==> src/inc/cpu_exec_pkg.sv <==
// =============================================================================
// Shared constants and types of the instruction execution core.
// =============================================================================
package cpu_exec_pkg;

  // ===========================================================================
  // Timing: one bus cycle lasts a whole number of reference clocks.
  // ===========================================================================
  localparam int          CLK_PERIOD_NS = 20;
  localparam int          BUS_CYCLE_NS  = 80;
  localparam int          CYCLE_DIV     = (BUS_CYCLE_NS + CLK_PERIOD_NS - 1) / CLK_PERIOD_NS;
  localparam logic [1:0]  DIV_LAST      = 2'(CYCLE_DIV - 1);

  // ===========================================================================
  // Opcodes.
  // ===========================================================================
  localparam logic [7:0]  OP_PREFIX_Y   = 8'h18;
  localparam logic [7:0]  OP_INS        = 8'h31;
  localparam logic [7:0]  OP_INX        = 8'h08;
  localparam logic [7:0]  OP_JMP_EXT    = 8'h7e;
  localparam logic [7:0]  OP_JMP_IDX    = 8'h6e;
  localparam logic [7:0]  OP_JSR_DIR    = 8'h9d;
  localparam logic [7:0]  OP_JSR_EXT    = 8'hbd;
  localparam logic [7:0]  OP_JSR_IDX    = 8'had;
  localparam logic [7:0]  OP_LDA_IMM    = 8'h86;
  localparam logic [7:0]  OP_LDA_DIR    = 8'h96;
  localparam logic [7:0]  OP_LDA_EXT    = 8'hb6;
  localparam logic [7:0]  OP_LDA_IDX    = 8'ha6;
  localparam logic [7:0]  OP_LDB_IMM    = 8'hc6;
  localparam logic [7:0]  OP_LDB_DIR    = 8'hd6;
  localparam logic [7:0]  OP_LDB_EXT    = 8'hf6;
  localparam logic [7:0]  OP_LDB_IDX    = 8'he6;

  // ===========================================================================
  // Addresses, increments and condition-code bit positions.
  // ===========================================================================
  localparam logic [15:0] ADDR_IDLE     = 16'hffff;
  localparam logic [15:0] ONE16         = 16'h0001;
  localparam logic [15:0] ZERO16        = 16'h0000;
  localparam logic [15:0] RET_INC_SHORT = 16'h0002;
  localparam logic [15:0] RET_INC_LONG  = 16'h0003;
  localparam int          CCR_C         = 0;
  localparam int          CCR_V         = 1;
  localparam int          CCR_Z         = 2;
  localparam int          CCR_N         = 3;

  // ===========================================================================
  // Reset values.
  // ===========================================================================
  localparam logic [15:0] RST_PC        = 16'h0000;
  localparam logic [15:0] RST_SP        = 16'h00ff;
  localparam logic [7:0]  RST_CCR       = 8'hd0;

  // ===========================================================================
  // APB register byte offsets and field positions.
  // ===========================================================================
  localparam logic [7:0]  REG_CTRL      = 8'h00;
  localparam logic [7:0]  REG_STATUS    = 8'h04;
  localparam logic [7:0]  REG_PC        = 8'h08;
  localparam logic [7:0]  REG_SP        = 8'h0c;
  localparam logic [7:0]  REG_X         = 8'h10;
  localparam logic [7:0]  REG_Y         = 8'h14;
  localparam logic [7:0]  REG_ACC       = 8'h18;
  localparam logic [7:0]  REG_CCR       = 8'h1c;
  localparam int          CTRL_RUN      = 0;
  localparam int          STAT_BUSY     = 0;
  localparam int          STAT_ILLEGAL  = 1;

  // ===========================================================================
  // Enumerations.
  // ===========================================================================
  typedef enum logic [9:0] {
    S_IDLE    = 10'b0000000001,
    S_FETCH   = 10'b0000000010,
    S_INHR    = 10'b0000000100,
    S_STACKRD = 10'b0000001000,
    S_OPND1   = 10'b0000010000,
    S_OPND2   = 10'b0000100000,
    S_DUMMY   = 10'b0001000000,
    S_MEM     = 10'b0010000000,
    S_PUSH_LO = 10'b0100000000,
    S_PUSH_HI = 10'b1000000000
  } state_t;

  typedef enum logic [6:0] {
    K_INS = 7'b0000001,
    K_INX = 7'b0000010,
    K_INY = 7'b0000100,
    K_JMP = 7'b0001000,
    K_JSR = 7'b0010000,
    K_LDA = 7'b0100000,
    K_LDB = 7'b1000000
  } kind_t;

  typedef enum logic [4:0] {
    M_INH = 5'b00001,
    M_IMM = 5'b00010,
    M_DIR = 5'b00100,
    M_EXT = 5'b01000,
    M_IDX = 5'b10000
  } mode_t;

endpackage

==> src/hw/cycle_tick.sv <==
`timescale 1ns/10ps
// =============================================================================
// Bus cycle divider: one-cycle pulse on the last clock of each bus cycle.
// =============================================================================
module cycle_tick
(
  input  wire logic ref_clk,   // Reference clock.
  input  wire logic sys_rst,   // Synchronous reset, active high.
  output logic      tick       // One-clock pulse ending a bus cycle.
);
  import cpu_exec_pkg::*;

  typedef struct packed {
    logic [1:0] cnt;
    logic       tick;
  } div_t;

  div_t s;
  div_t next_s;

  // Count clocks and flag the last one of each bus cycle.
  always_comb
  begin
    next_s      = s;
    next_s.tick = (s.cnt == DIV_LAST);
    next_s.cnt  = (s.cnt == DIV_LAST) ? 2'h0 : 2'(s.cnt + 2'h1);
  end

  // Register the divider state.
  always_ff @(posedge ref_clk)
  begin
    if (sys_rst)
      s <= '0;
    else
      s <= next_s;
  end

  assign tick = s.tick;

endmodule // cycle_tick

==> src/hw/incr_jump_call_load_exec.sv <==
`timescale 1ns/10ps
// What this block does
// - stack_ptr_increment 31 adds one to stack pointer, three reads, flags untouched.
// - x_index_increment 08 adds one to X, three reads, third at FFFF.
// - Index increments update only the zero flag, set when result is 0000.
// - y_index_increment is 18 then 08, adds one to Y, four reads.
// - jump_op loads program counter with effective address; 7E, 6E, 18 6E.
// - subroutine_call return address is start plus 3 (ext, Y) or 2.
// - Return address pushed low byte at SP, high at SP-1, decrementing.
// - After pushes SP is next empty slot; PC gets effective address.
// - subroutine_call forms 9D, BD, AD, 18 AD take 5, 6, 6, 7 cycles.
// - load_acc_a and load_acc_b copy memory or immediate byte into accumulator.
// - Load sets N from bit 7, Z when zero, clears V.
// - Load opcodes 86 96 B6 A6 18A6 and C6 D6 F6 E6 18E6, 2-5 cycles.
module incr_jump_call_load_exec
(
  input  wire logic        ref_clk,    // Reference clock, 50 MHz.
  input  wire logic        sys_rst,    // Synchronous reset, active high.
  output logic [15:0]      mem_addr,   // Bus cycle address.
  output logic             mem_rw,     // High for read, low for write.
  output logic [7:0]       mem_wdata,  // Write data of a write cycle.
  input  wire logic [7:0]  mem_rdata,  // Read data, sampled at cycle end.
  output logic             bus_tick,   // Pulse on the last clock of a bus cycle.
  input  wire logic        psel,       // APB select.
  input  wire logic        penable,    // APB enable.
  input  wire logic        pwrite,     // APB write direction.
  input  wire logic [7:0]  paddr,      // APB byte address.
  input  wire logic [31:0] pwdata,     // APB write data.
  output logic [31:0]      prdata,     // APB read data.
  output logic             pready,     // APB ready.
  output logic             pslverr     // APB error on unmapped address.
);
  import cpu_exec_pkg::*;

  // ===========================================================================
  // Types.
  // ===========================================================================
  typedef struct packed {
    logic  ok;
    kind_t kind;
    mode_t mode;
  } dec_t;

  typedef struct packed {
    state_t      st;
    kind_t       kind;
    mode_t       mode;
    logic        pre;
    logic [15:0] pc;
    logic [15:0] sp;
    logic [15:0] x;
    logic [15:0] y;
    logic [15:0] ea;
    logic [15:0] op_addr;
    logic [15:0] ret;
    logic [7:0]  a;
    logic [7:0]  b;
    logic [7:0]  condition_code_reg;
    logic [15:0] addr;
    logic        rw;
    logic [7:0]  wdata;
    logic        run;
    logic        illegal;
    logic [31:0] prdata;
    logic        pready;
    logic        pslverr;
  } core_t;

  core_t s;
  core_t next_s;
  logic  tick;
  logic  done;
  dec_t  dec;
  logic  access;
  logic  idle_regs;

  // ===========================================================================
  // Decode of one opcode byte, with or without the Y prefix.
  // ===========================================================================
  function automatic dec_t decode(input logic [7:0] op, input logic pre);
    dec_t d;
    d = '{ok: 1'b1, kind: K_INS, mode: M_INH};
    if (!pre && op == OP_INS)
      d = '{ok: 1'b1, kind: K_INS, mode: M_INH};
    else if (op == OP_INX)
      d = '{ok: 1'b1, kind: pre ? K_INY : K_INX, mode: M_INH};
    else if (!pre && op == OP_JMP_EXT)
      d = '{ok: 1'b1, kind: K_JMP, mode: M_EXT};
    else if (op == OP_JMP_IDX)
      d = '{ok: 1'b1, kind: K_JMP, mode: M_IDX};
    else if (!pre && op == OP_JSR_DIR)
      d = '{ok: 1'b1, kind: K_JSR, mode: M_DIR};
    else if (!pre && op == OP_JSR_EXT)
      d = '{ok: 1'b1, kind: K_JSR, mode: M_EXT};
    else if (op == OP_JSR_IDX)
      d = '{ok: 1'b1, kind: K_JSR, mode: M_IDX};
    else if (!pre && op == OP_LDA_IMM)
      d = '{ok: 1'b1, kind: K_LDA, mode: M_IMM};
    else if (!pre && op == OP_LDA_DIR)
      d = '{ok: 1'b1, kind: K_LDA, mode: M_DIR};
    else if (!pre && op == OP_LDA_EXT)
      d = '{ok: 1'b1, kind: K_LDA, mode: M_EXT};
    else if (op == OP_LDA_IDX)
      d = '{ok: 1'b1, kind: K_LDA, mode: M_IDX};
    else if (!pre && op == OP_LDB_IMM)
      d = '{ok: 1'b1, kind: K_LDB, mode: M_IMM};
    else if (!pre && op == OP_LDB_DIR)
      d = '{ok: 1'b1, kind: K_LDB, mode: M_DIR};
    else if (!pre && op == OP_LDB_EXT)
      d = '{ok: 1'b1, kind: K_LDB, mode: M_EXT};
    else if (op == OP_LDB_IDX)
      d = '{ok: 1'b1, kind: K_LDB, mode: M_IDX};
    else
      d.ok = 1'b0;
    return d;
  endfunction

  // Flags after a byte load; carry and the upper bits are carried over.
  function automatic logic [7:0] load_flags(input logic [7:0] condition_code_reg, input logic [7:0] data);
    logic [7:0] c;
    c        = condition_code_reg;
    c[CCR_N] = data[7];
    c[CCR_Z] = (data == 8'h00);
    c[CCR_V] = 1'b0;
    return c;
  endfunction

  // ===========================================================================
  // Bus cycle divider.
  // ===========================================================================
  cycle_tick u_tick
  (
    .ref_clk (ref_clk),
    .sys_rst (sys_rst),
    .tick    (tick)
  );

  // ===========================================================================
  // Next state: APB register access first, then the execution sequencer.
  // ===========================================================================
  // PC, SP, X, Y, ACC and CCR move only while the core is parked, so software never races the
  // sequencer; writes to them that arrive while running are dropped without an error.
  always_comb
  begin
    next_s         = s;
    done           = 1'b0;
    dec            = decode(mem_rdata, s.pre);
    access         = psel && penable;
    idle_regs      = (s.st == S_IDLE) && !s.run;
    next_s.pready  = 1'b0;
    next_s.pslverr = 1'b0;

    // First access cycle: latch read data and the error answer.
    if (access && !s.pready)
    begin
      next_s.pready = 1'b1;
      next_s.prdata = 32'h0;
      if (paddr == REG_CTRL)
        next_s.prdata[CTRL_RUN] = s.run;
      else if (paddr == REG_STATUS)
        next_s.prdata[STAT_ILLEGAL:STAT_BUSY] = {s.illegal, s.st != S_IDLE};
      else if (paddr == REG_PC)
        next_s.prdata[15:0] = s.pc;
      else if (paddr == REG_SP)
        next_s.prdata[15:0] = s.sp;
      else if (paddr == REG_X)
        next_s.prdata[15:0] = s.x;
      else if (paddr == REG_Y)
        next_s.prdata[15:0] = s.y;
      else if (paddr == REG_ACC)
        next_s.prdata[15:0] = {s.a, s.b};
      else if (paddr == REG_CCR)
        next_s.prdata[7:0] = s.condition_code_reg;
      else
        next_s.pslverr = 1'b1;
    end

    // Completing write cycle: the write takes effect here only.
    if (access && s.pready && pwrite)
    begin
      if (paddr == REG_CTRL)
        next_s.run = pwdata[CTRL_RUN];
      else if (paddr == REG_STATUS && pwdata[STAT_ILLEGAL])
        next_s.illegal = 1'b0;
      else if (paddr == REG_PC && idle_regs)
        next_s.pc = pwdata[15:0];
      else if (paddr == REG_SP && idle_regs)
        next_s.sp = pwdata[15:0];
      else if (paddr == REG_X && idle_regs)
        next_s.x = pwdata[15:0];
      else if (paddr == REG_Y && idle_regs)
        next_s.y = pwdata[15:0];
      else if (paddr == REG_ACC && idle_regs)
        {next_s.a, next_s.b} = pwdata[15:0];
      else if (paddr == REG_CCR && idle_regs)
        next_s.condition_code_reg = pwdata[7:0];
    end

    // Sequencer: each bus cycle ends on a tick, when read data is valid.
    if (tick)
    begin
      next_s.rw    = 1'b1;
      next_s.wdata = 8'h00;
      case (s.st)
        S_IDLE:
          done = 1'b1;
        S_FETCH:
        begin
          next_s.pc = 16'(s.pc + ONE16);
          if (!s.pre)
            next_s.op_addr = s.pc;
          if (!s.pre && mem_rdata == OP_PREFIX_Y)
          begin
            next_s.pre  = 1'b1;
            next_s.addr = 16'(s.pc + ONE16);
          end
          else if (!dec.ok)
          begin
            // Unknown opcodes park the core and leave a sticky flag.
            next_s.illegal = 1'b1;
            next_s.run     = 1'b0;
            done           = 1'b1;
          end
          else
          begin
            next_s.kind = dec.kind;
            next_s.mode = dec.mode;
            next_s.st   = (dec.mode == M_INH) ? S_INHR : S_OPND1;
            next_s.addr = 16'(s.pc + ONE16);
          end
        end
        S_INHR:
        begin
          // The byte after the opcode is read and thrown away.
          if (s.kind == K_INS)
          begin
            next_s.st   = S_STACKRD;
            next_s.addr = s.sp;
          end
          else
          begin
            next_s.st   = S_DUMMY;
            next_s.addr = ADDR_IDLE;
          end
        end
        S_STACKRD:
        begin
          next_s.sp = 16'(s.sp + ONE16);
          done      = 1'b1;
        end
        S_OPND1:
        begin
          next_s.pc = 16'(s.pc + ONE16);
          if (s.mode == M_IMM)
          begin
            if (s.kind == K_LDA)
              next_s.a = mem_rdata;
            else
              next_s.b = mem_rdata;
            next_s.condition_code_reg = load_flags(s.condition_code_reg, mem_rdata);
            done       = 1'b1;
          end
          else if (s.mode == M_DIR)
          begin
            next_s.ea   = {8'h00, mem_rdata};
            next_s.st   = S_MEM;
            next_s.addr = {8'h00, mem_rdata};
          end
          else if (s.mode == M_EXT)
          begin
            next_s.ea[15:8] = mem_rdata;
            next_s.st       = S_OPND2;
            next_s.addr     = 16'(s.pc + ONE16);
          end
          else
          begin
            // Indexed offset is unsigned; the add wraps at 64 KiB.
            next_s.ea   = 16'((s.pre ? s.y : s.x) + {8'h00, mem_rdata});
            next_s.st   = S_DUMMY;
            next_s.addr = ADDR_IDLE;
          end
        end
        S_OPND2:
        begin
          next_s.pc      = 16'(s.pc + ONE16);
          next_s.ea[7:0] = mem_rdata;
          if (s.kind == K_JMP)
          begin
            next_s.pc = {s.ea[15:8], mem_rdata};
            done      = 1'b1;
          end
          else
          begin
            next_s.st   = S_MEM;
            next_s.addr = {s.ea[15:8], mem_rdata};
          end
        end
        S_DUMMY:
        begin
          if (s.kind == K_INX)
          begin
            next_s.x          = 16'(s.x + ONE16);
            next_s.condition_code_reg[CCR_Z] = (16'(s.x + ONE16) == ZERO16);
            done              = 1'b1;
          end
          else if (s.kind == K_INY)
          begin
            next_s.y          = 16'(s.y + ONE16);
            next_s.condition_code_reg[CCR_Z] = (16'(s.y + ONE16) == ZERO16);
            done              = 1'b1;
          end
          else if (s.kind == K_JMP)
          begin
            next_s.pc = s.ea;
            done      = 1'b1;
          end
          else
          begin
            next_s.st   = S_MEM;
            next_s.addr = s.ea;
          end
        end
        S_MEM:
        begin
          if (s.kind == K_JSR)
          begin
            // The operand read of a call is discarded before the pushes.
            next_s.ret   = 16'(s.op_addr + (((s.mode == M_DIR) || !s.pre && s.mode == M_IDX)
                             ? RET_INC_SHORT : RET_INC_LONG));
            next_s.st    = S_PUSH_LO;
            next_s.addr  = s.sp;
            next_s.rw    = 1'b0;
            next_s.wdata = next_s.ret[7:0];
          end
          else
          begin
            if (s.kind == K_LDA)
              next_s.a = mem_rdata;
            else
              next_s.b = mem_rdata;
            next_s.condition_code_reg = load_flags(s.condition_code_reg, mem_rdata);
            done       = 1'b1;
          end
        end
        S_PUSH_LO:
        begin
          next_s.sp    = 16'(s.sp - ONE16);
          next_s.st    = S_PUSH_HI;
          next_s.addr  = 16'(s.sp - ONE16);
          next_s.rw    = 1'b0;
          next_s.wdata = s.ret[15:8];
        end
        S_PUSH_HI:
        begin
          next_s.sp = 16'(s.sp - ONE16);
          next_s.pc = s.ea;
          done      = 1'b1;
        end
        default:
          done = 1'b1;
      endcase

      // Instruction boundary: fetch the next opcode or park on an idle read.
      if (done)
      begin
        next_s.pre  = 1'b0;
        next_s.st   = next_s.run ? S_FETCH : S_IDLE;
        next_s.addr = next_s.run ? next_s.pc : ADDR_IDLE;
      end
    end
  end

  // ===========================================================================
  // State register.
  // ===========================================================================
  always_ff @(posedge ref_clk)
  begin
    if (sys_rst)
    begin
      s      <= '0;
      s.st   <= S_IDLE;
      s.kind <= K_INS;
      s.mode <= M_INH;
      s.pc   <= RST_PC;
      s.sp   <= RST_SP;
      s.condition_code_reg  <= RST_CCR;
      s.addr <= ADDR_IDLE;
      s.rw   <= 1'b1;
    end
    else
      s <= next_s;
  end

  // Outputs are taken straight from the state register; bus_tick from the divider's register.
  assign mem_addr  = s.addr;
  assign mem_rw    = s.rw;
  assign mem_wdata = s.wdata;
  assign bus_tick  = tick;
  assign prdata    = s.prdata;
  assign pready    = s.pready;
  assign pslverr   = s.pslverr;

endmodule // incr_jump_call_load_exec

==> config.mk <==
export PLATFORM = sky130hd
export DESIGN_NAME = incr_jump_call_load_exec
export DESIGN_NICKNAME = d
export VERILOG_FILES = /design/src/inc/cpu_exec_pkg.sv /design/src/hw/cycle_tick.sv /design/src/hw/incr_jump_call_load_exec.sv
export SDC_FILE = /design/constraint.sdc
export NUM_CORES = 1
export LEC_CHECK = 0
export BUFFER_PORTS_ARGS = -buffer_cell sky130_fd_sc_hd__buf_2
export CAP_MARGIN = 20
export CORE_MARGIN = 5
export CORE_UTILIZATION = 48
export CTS_BUF_LIST = sky130_fd_sc_hd__clkbuf_8 sky130_fd_sc_hd__clkbuf_16
export DETAILED_ROUTE_END_ITERATION = 10
export HOLD_SLACK_MARGIN = 0.15
export PLACE_DENSITY = 0.69
export SLEW_MARGIN = 10
export SYNTH_ARGS = -nofsm -noshare
export SYNTH_HDL_FRONTEND = slang
export SYNTH_HIERARCHICAL = 1
export SYNTH_SLANG_ARGS = --single-unit
==> constraint.sdc <==
create_clock -name ref_clk -period 3.4 [get_ports ref_clk]
set_input_delay 0.17 -clock ref_clk [delete_from_list [all_inputs] [get_ports ref_clk]]
set_output_delay 0.17 -clock ref_clk [all_outputs]
set_load 0.02 [all_outputs]
==> results.rst, run 1 <==
.. list-table::
   :header-rows: 1

   * - Metric
     - Value
   * - EDFF count, synth
     - 0
   * - Fillers
     - 2953
   * - All-Layer GR Usage
     - 33.8%
   * - Number of hold violations in the final report
     - 0
   * - Count of cell types in the netlist
     - 86
   * - Cell with the most instances after synthesis
     - nor2_1
   * - Leading area contributor after synthesis
     - dfxtp_1
   * - Max IR drop VDD
     - 0.000366 V
   * - CTS tree
     - done
   * - RSZ-0062 raised after global routing
     - false
   * - Max-Cap Viols
     - 0
   * - Number of cells on the worst reg-to-reg path
     - 8
   * - Worst-case clock buffer depth
     - 2
   * - Arrival time at the worst endpoint
     - 3.61 ns
   * - # clock sinks
     - between 150 and 200
   * - Setup-violating endpoint count in the final report
     - 0
   * - Initial DRC Count
     - 1842
   * - Final period utilization
     - 96.0%
   * - Vert. Die Dim
     - 184 um
   * - Number of clock buffers inserted by TritonCTS
     - 17
   * - Time the final worst path needs with I/O delays and setup
     - 3.26 ns
   * - Type of the worst setup path
     - flip-flop to flip-flop
   * - Net count reported at finish
     - 2041
   * - Vias per Instance
     - between 6 and 7
   * - Global-route wire length before repair
     - 88500 um
   * - Biggest area contributors in the synthesized netlist
     - dfxtp_1 (27%), a21oi_1 (6.2%), nor2_1 (5.3%)
   * - Cell at the root of the clock tree
     - clkbuf_16
   * - Seq/Total Area, Yosys
     - 27.4%
   * - Area grow syn2layout
     - 9.67%
   * - Clk Latency, worst-skew pair
     - between 0.4 and 0.5 ns
   * - IO buf count
     - 80
   * - Count of unresolved DRC violations after routing
     - 0
   * - Total routed wirelength
     - 58700 um
   * - Primary flip-flop cell chosen by synthesis mapping
     - dfxtp_1
   * - Antenna diode count
     - 0
   * - Pin slew with the least headroom to its limit
     - 0.854 ns
   * - Maximum clock skew at final layout
     - about 0.013 ns
   * - Post-Synthesis Cells
     - ~2000
   * - Area taken by flip-flops and latches
     - about 4000 um2
   * - Worst Setup End Kind
     - flip-flop
   * - Number of warnings printed during yosys synthesis
     - 6
   * - CTS H-Tree Depth
     - 4
   * - Initial DRT Pass Iterations
     - 6
   * - Initial antenna violation count
     - 1
   * - Routability-driven placement congestion ratio
     - 0.999
   * - Critical path startpoint category
     - flip-flop
   * - Clock input transition at the sequential cells of the worst setup and hold paths
     - ~0.080 ns
   * - Final count of pins violating max slew
     - 0
   * - Min-Delay Path Depth
     - 4
   * - Maximum number of pins on one net before global-route repair
     - 60
   * - Top-area cell type share of the netlist area
     - 27.4%
   * - Required time at the worst-slack endpoint
     - 3.75 ns
   * - Fraction of final layout cells sized beyond drive strength 1
     - 14.3%
   * - Maximum net fanout on the critical path
     - 13
   * - Slew HR
     - 42.9%
   * - Outcome
     - completed
   * - Die Span X
     - 184 um
   * - DP HPWL
     - between 40000 and 50000 um
   * - Number of vias after detailed routing
     - ~16000
   * - Total grt overflow
     - 0
   * - Leak Pwr
     - 5.72 nW
   * - Avg Synthesized Cell Area
     - roughly 7.4 um2
   * - Most frequent cells after synthesis
     - nor2_1 (205), dfxtp_1 (199), a21oi_1 (179)
   * - Number of post-CTS setup repair buffers
     - 0
   * - Std-Cell Rows
     - 63
   * - Cell Area, Synth
     - 14600 um2
   * - Effective utilization at floorplan
     - 48.9%
   * - Die area
     - between 30000 and 40000 um2
   * - Top achievable clock speed
     - 307 MHz
   * - Area taken by multi-input logic gates
     - 9480 um2
   * - FFs w/ async S/R, synth
     - 0%
   * - Worst hold path type
     - input pin to flip-flop
   * - Number of synthesized register bits
     - 199
   * - Number of global-route vias before repair
     - 14400
   * - Total chip power
     - around 4.9 mW
   * - Total core area
     - between 20000 and 30000 um2
   * - Antenna violation net count after detailed routing
     - 0
   * - Setup_tns
     - 0 ns
   * - I/O Pins
     - 113
   * - Detail-routed net length per standard cell
     - 24.8 um
   * - Power per Cell Area
     - approximately 300 nW/um2
layout by cell type, fill, tap and decap left out, types with 12 or more instances in the layout:
master and count:
and3_1 41, o211ai_1 21, clkbuf_16 17, a31oi_1 18, nand2b_1 13, and2_1 15, xnor2_1 39, nor4_1 31
ha_1 18, a221oi_1 13, mux2_2 22, conb_1 16, nand2_1 178, o21ai_0 110, mux2i_1 72, a32oi_1 12
dfxtp_1 198, inv_1 22, nor2_1 205, or4_1 18, or3_1 21, a21oi_1 179, buf_4 105, a22oi_1 20
nand4_1 26, o22ai_1 23, nand3_1 72, a211oi_1 41, nor3_1 54, xor2_1 21, or2_2 12, buf_2 79
o221ai_1 18, dlygate4sd3_1 15
flip-flops by register name (all words and copies together) (netlist names):
name         flops
pslverr          1
mem_addr        16
mem_rw           1
prdata          16
u_tick/tick      1
pready           1
u_tick/s         2
mem_wdata        8
s              153
area by class of cell:
cell class                 count  area share [%]
sequential                   199            25.0
inverter                      23           0.541
clock buffer                  18            2.75
clock inverter                13           0.713
timing repair buffer         201            8.60
multi-input combinational   1527            59.4
tap                          390            3.06
per-layer routing:
layer | part of all wire, % | GRT usage, % | up-vias
met5 | 0.048 | 0 | -
met4 | 5.3 | 15.2 | 4
met2 | 44 | 52.5 | 898
met1 | 40 | 45.4 | 7526
met3 | 10 | 7.12 | 184
li1 | - | - | 7220
metrics by stage:
stage / setup slack [ns] / std cells / instance area (um2) / hold slack, ns / utilization [%]
after floorplan: 0.0622 / 1974 / 14600 / 0.236 / -
after global placement: 0.338 / 2325 / 15300 / 0.415 / 51.2
after detailed placement: 0.270 / 2325 / 15300 / 0.428 / 51.2
after CTS: 0.233 / 2371 / 16000 / 0.150 / 53.6
after global routing: 0.0122 / 2371 / 16000 / 0.176 / 53.6
final: 0.138 / 2371 / 16000 / 0.168 / 53.6
where the power goes:
group / total [mW] / switching (mW) / internal [mW]
sequential: 2.38 / 0.0243 / 2.35
clock: 2.04 / 1.06 / 0.980
combinational: 0.432 / 0.306 / 0.126
total: 4.85 / 1.39 / 3.46
kinds of logic (layout without fill, tap and decap cells):
family | Yosys count | count (layout) | share of synthesized area, %
AOI/OAI and AO/OA | 569 | 569 | 25.2
xor gates and xnor gates | 60 | 60 | 3.61
adders and majority gates | 19 | 19 | 1.68
buffers and inverters | 248 | 255 | 8.06
DFF | 199 | 199 | 27.4
muxes | 100 | 100 | 7.50
other | 1 | 16 | 0.0258
and+or+nand+nor | 763 | 763 | 26.5
worst max-delay path: stages, from the launching register on:
cell and delay (ns):
dfxtp_1 0.43, or4_1 0.57, buf_4 0.19, or4_1 0.65
o21ai_1 0.44, a222oi_1 0.24, o21a_1 0.16, nor2b_1 0.13
o41ai_1 0.34
timing repair:
item	CTS	global route
resized for setup	0	1
hold buffers	15	0
setup endpoints to repair	0	1
endpoints found under the hold margin	33	0
path summary, 6_finish.rpt:
check,start,to,slack [ns]
setup / recovery,s[216],mem_addr[2],0.14
hold / removal,mem_rdata[4],s[199],0.17
setup reg to reg,s[216],mem_addr[2],0.14
hold reg to reg,u_tick/s[1],u_tick/s[1],0.43
(Power assumes the default switching activity.)
==> run 2: changes to the inputs <==
--- a/config.mk
+++ b/config.mk
@@ -5,8 +5,8 @@
 export SDC_FILE = /design/constraint.sdc
 export NUM_CORES = 1
 export LEC_CHECK = 0
+export ABC_AREA = 1
 export BUFFER_PORTS_ARGS = -buffer_cell sky130_fd_sc_hd__buf_2
-export CAP_MARGIN = 20
 export CORE_MARGIN = 5
 export CORE_UTILIZATION = 48
 export CTS_BUF_LIST = sky130_fd_sc_hd__clkbuf_8 sky130_fd_sc_hd__clkbuf_16
==> results.rst, run 2 <==
.. list-table::
   :header-rows: 1

   * - Metric
     - Value
   * - Outcome
     - completed (unchanged)
   * - Die area
     - 34700 um2 (was 33900 um2)
   * - Worst Setup End Kind
     - flip-flop (unchanged)
   * - Number of synthesized register bits
     - 199 (unchanged)
   * - Net count reported at finish
     - 2540 (was 2041)
   * - Time the final worst path needs with I/O delays and setup
     - 3.03 ns (was 3.26 ns)
   * - Setup-violating endpoint count in the final report
     - 0 (unchanged)
   * - Critical path startpoint category
     - flip-flop (unchanged)
   * - Logic pwr share
     - 9.0% (was 8.9%)
   * - DP HPWL
     - 49500 um (was 43300 um)
   * - Seq/Total Area, Yosys
     - 26.7% (was 27.4%)
   * - Effective utilization at floorplan
     - 48.7% (was 48.9%)
   * - Detail-routed net length per standard cell
     - 22.6 um (was 24.8 um)
   * - Number of clock buffers inserted by TritonCTS
     - 17 (unchanged)
   * - Cell with the most instances after synthesis
     - nand2_1 (was nor2_1)
   * - CTS H-Tree Depth
     - 4 (unchanged)
   * - Initial DRC Count
     - 2274 (was 1842)
   * - Maximum net fanout on the critical path
     - 6 (was 13)
   * - Slowest stage cell on the critical path
     - o21ai_0 (was or4_1)
   * - Delay of the slowest cell on the worst path
     - 0.70 ns (was 0.65 ns)
   * - Sequential cell fraction of total power
     - 48.0% (was 49.0%)
   * - FFs w/ async S/R, synth
     - 0% (unchanged)
   * - Maximum number of pins on one net before global-route repair
     - 103 (was 60)
   * - Pin slew with the least headroom to its limit
     - 0.859 ns (was 0.854 ns)
   * - EDFF count, synth
     - 0 (unchanged)
   * - RSZ-0062 raised after global routing
     - false (unchanged)
   * - Fraction of final layout cells sized beyond drive strength 1
     - 8.75% (was 14.3%)
   * - Number of global-route vias before repair
     - 15800 (was 14400)
   * - Register with the most flip-flops
     - s (unchanged)
   * - Number of warnings printed during yosys synthesis
     - 6 (unchanged)
   * - Total grt overflow
     - 0 (unchanged)
   * - Initial antenna violation count
     - 0 (was 1)
   * - Post-placement cell area
     - 15300 um2 (about the same)
   * - Total routed wirelength
     - 65200 um (was 58700 um)
   * - Number of cells on the worst reg-to-reg path
     - 13 (was 8)
   * - Primary flip-flop cell chosen by synthesis mapping
     - dfxtp_1 (unchanged)
   * - Number of vias after detailed routing
     - 17400 (was 15800)
   * - End of the critical path
     - s[130] (was mem_addr[2])
   * - Count of cell types in the netlist
     - 56 (was 86)
   * - NetSw
     - 1.41 mW (was 1.39 mW)
   * - I/O Pins
     - 113 (unchanged)
   * - Fillers
     - 3222 (was 2953)
   * - Slew HR
     - 42.1% (was 42.9%)
   * - IO buf count
     - 80 (unchanged)
   * - Number of hold violations in the final report
     - 0 (unchanged)
   * - Most frequent cells after synthesis
     - nand2_1 (622), inv_1 (260), nor2_1 (238) (was nor2_1 (205), dfxtp_1 (199), a21oi_1 (179))
   * - Cell at the root of the clock tree
     - clkbuf_16 (unchanged)
   * - Clk Latency, worst-skew pair
     - 0.47 ns (about the same)
   * - Type of the worst setup path
     - flip-flop to flip-flop (unchanged)
   * - Capturing point of the worst reg2reg path
     - s[130] (was mem_addr[2])
   * - Highest-count cells in the layout ignoring fill and taps
     - nand2_1 (622), inv_1 (259), nor2_1 (238), a21oi_1 (220), dfxtp_1 (198) (was nor2_1 (205), dfxtp_1 (198), a21oi_1 (179), nand2_1 (178), o21ai_0 (110))
   * - Cell Area, Synth
     - 14900 um2 (was 14600 um2)
   * - Setup_tns
     - 0 ns (unchanged)
   * - Final Cell Area
     - 16100 um2 (was 16000 um2)
   * - Reg-to-reg startpoint
     - s[150] (was s[216])
   * - Most common cell after layout, fill and taps aside
     - nand2_1 (was nor2_1)
   * - CP Launch Point
     - s[150] (was s[216])
   * - Routability-driven placement congestion ratio
     - 1.03 (was 0.999)
   * - Std-Cell Rows
     - 64 (was 63)
   * - Clock input transition at the sequential cells of the worst setup and hold paths
     - 0.08 ns (about the same)
   * - Slack of the worst reg-to-reg path
     - 0.37 ns (was 0.14 ns)
   * - Net switching fraction of the power
     - 28.4% (was 28.7%)
   * - Antenna violation net count after detailed routing
     - 0 (unchanged)
   * - Max-Cap Viols
     - 0 (unchanged)
   * - Count of unresolved DRC violations after routing
     - 0 (unchanged)
   * - Clock share of power
     - 43.0% (was 42.1%)
   * - Final count of pins violating max slew
     - 0 (unchanged)
   * - Number of flip-flops under the largest register name
     - 153 (unchanged)
   * - Biggest area contributors in the synthesized netlist
     - dfxtp_1 (27%), nand2_1 (16%), a21oi_1 (7.4%) (was dfxtp_1 (27%), a21oi_1 (6.2%), nor2_1 (5.3%))
   * - Cell-by-cell listing of the critical path
     - inv_1 > o21ai_0 > ha_1 > nand3_1 > nand2_1 > nand2_1 > nand2_1 > a21oi_1 > nor3_1 > nand2_1 > nand2_1 > o21ai_0 > a21oi_1 (was or4_1 > buf_4 > or4_1 > o21ai_1 > a222oi_1 > o21a_1 > nor2b_1 > o41ai_1)
   * - Power per Cell Area
     - 309 nW/um2 (was 304 nW/um2)
   * - Leading area contributor after synthesis
     - dfxtp_1 (unchanged)
   * - Die Span X
     - 186 um (was 184 um)
   * - Maximum clock skew at final layout
     - 0.0147 ns (was 0.0125 ns)
   * - Arrival time at the worst endpoint
     - 3.36 ns (was 3.61 ns)
   * - Most Frequent Cell on Critical Path
     - nand2_1 (was or4_1)
   * - Initial DRT Pass Iterations
     - 6 (unchanged)
   * - Area grow syn2layout
     - 7.73% (was 9.67%)
   * - Global-route wire length before repair
     - 96600 um (was 88500 um)
   * - Avg Synthesized Cell Area
     - 6.07 um2 (was 7.43 um2)
   * - Worst-case clock buffer depth
     - 2 (unchanged)
   * - Worst hold path type
     - input pin to flip-flop (unchanged)
   * - Vias per Instance
     - 6.06 (was 6.68)
   * - CTS tree
     - done (unchanged)
   * - Vert. Die Dim
     - 186 um (was 184 um)
   * - Max IR drop VDD
     - 0.000357 V (was 0.000366 V)
   * - Required time at the worst-slack endpoint
     - 3.73 ns (was 3.75 ns)
   * - All-Layer GR Usage
     - 36.9% (was 33.8%)
   * - Total internal power
     - 3.55 mW (was 3.46 mW)
   * - # clock sinks
     - 199 (unchanged)
   * - Top-area cell type share of the netlist area
     - 26.7% (was 27.4%)
   * - Top achievable clock speed
     - 330 MHz (was 307 MHz)
   * - Leak Pwr
     - 7.03 nW (was 5.72 nW)
   * - Final period utilization
     - 89.2% (was 96.0%)
   * - Total core area
     - 30600 um2 (was 29800 um2)
   * - Post-Synthesis Cells
     - 2455 (was 1959)
-- run 2: how the worst min path moves through the flow --
stage                 from     endpoint  slack (ns)  cells after the start
2_1_floorplan      sys_rst  u_tick/tick        0.24                      1
3_3_place_gp   u_tick/s[1]  u_tick/s[1]        0.40                      1
3_5_place_dp   u_tick/s[1]  u_tick/s[1]        0.41                      1
4_1_cts         pwdata[14]       s[163]        0.15                      3
5_1_grt          pwdata[9]       s[174]        0.17                      3
6_report         pwdata[6]        s[67]        0.18                      3
-- run 2: kinds of logic after synthesis --
group / share of synthesized area, %
other: 0.0252
AND/OR/NAND/NOR: 34.1
XOR/XNOR: 2.76
adder cells (fa/ha/maj): 1.65
buffers and inverters: 12.5
multiplexers: 0.0672
AO/OA/AOI/OAI: 22.1
flip-flops: 26.7
-- run 2: power groups by stage --
stage | Clock [mW] | Combinational [mW] | Sequential, mW
after CTS | 2.15 | 0.429 | 2.38
final | 2.14 | 0.444 | 2.38
after floorplan | 0 | 0.265 | 2.42
after global placement | 0 | 0.413 | 2.43
after global routing | 2.24 | 0.472 | 2.38
after detailed placement | 0 | 0.417 | 2.44
-- run 2: metal layers --
layer,global-route usage [%],vias to the layer above,wire (um)
met5,0,-,0
met4,15.3,0,2810
met3,8.67,155,7850
met2,55.0,1056,27300
met1,51.3,8099,27200
li1,-,8139,-
-- run 2: stage by stage --
| step | util (%) | setup slack (ns) | cells | total power, mW | hold WS (ns) |
|---|---|---|---|---|---|
| 2_1_floorplan | - | 0.466 | 2470 | 2.69 | 0.241 |
| 3_5_place_dp | 50.1 | 0.575 | 2832 | 2.85 | 0.415 |
| 5_1_grt | 52.5 | 0.229 | 2877 | 5.10 | 0.174 |
| 3_3_place_gp | 50.1 | 0.614 | 2832 | 2.85 | 0.404 |
| 4_1_cts | 52.5 | 0.501 | 2877 | 4.96 | 0.153 |
| 6_report | 52.5 | 0.369 | 2879 | 4.96 | 0.176 |
-- run 2: final cells by class --
type	instances	area, um2	share of cell area, %
Tap cell	396	495	3.09
Timing Repair Buffer	132	838	5.22
Antenna cell	2	5.00	0.0312
Clock buffer	17	425	2.65
Clock inverter	15	153	0.951
Multi-Input combinational cell	1841	9110	56.8
Sequential cell	199	3990	24.8
Inverter	277	1040	6.48
-- run 2: repair_timing --
action                    in CTS  in global routing
gates resized for setup        0                  0
buffers inserted               0                  0
hold endpoints to repair      19                  0
hold buffers                  13                  0
-- run 2: critical path, delay by kind of cell, from the launching register on --
| kind | cells | cell delay (ns) |
|---|---|---|
| buf+inv | 1 | 0.12 |
| fa+ha+maj | 1 | 0.38 |
| compound gates | 4 | 1.23 |
| simple gates | 7 | 0.62 |
| flops | 1 | 0.56 |
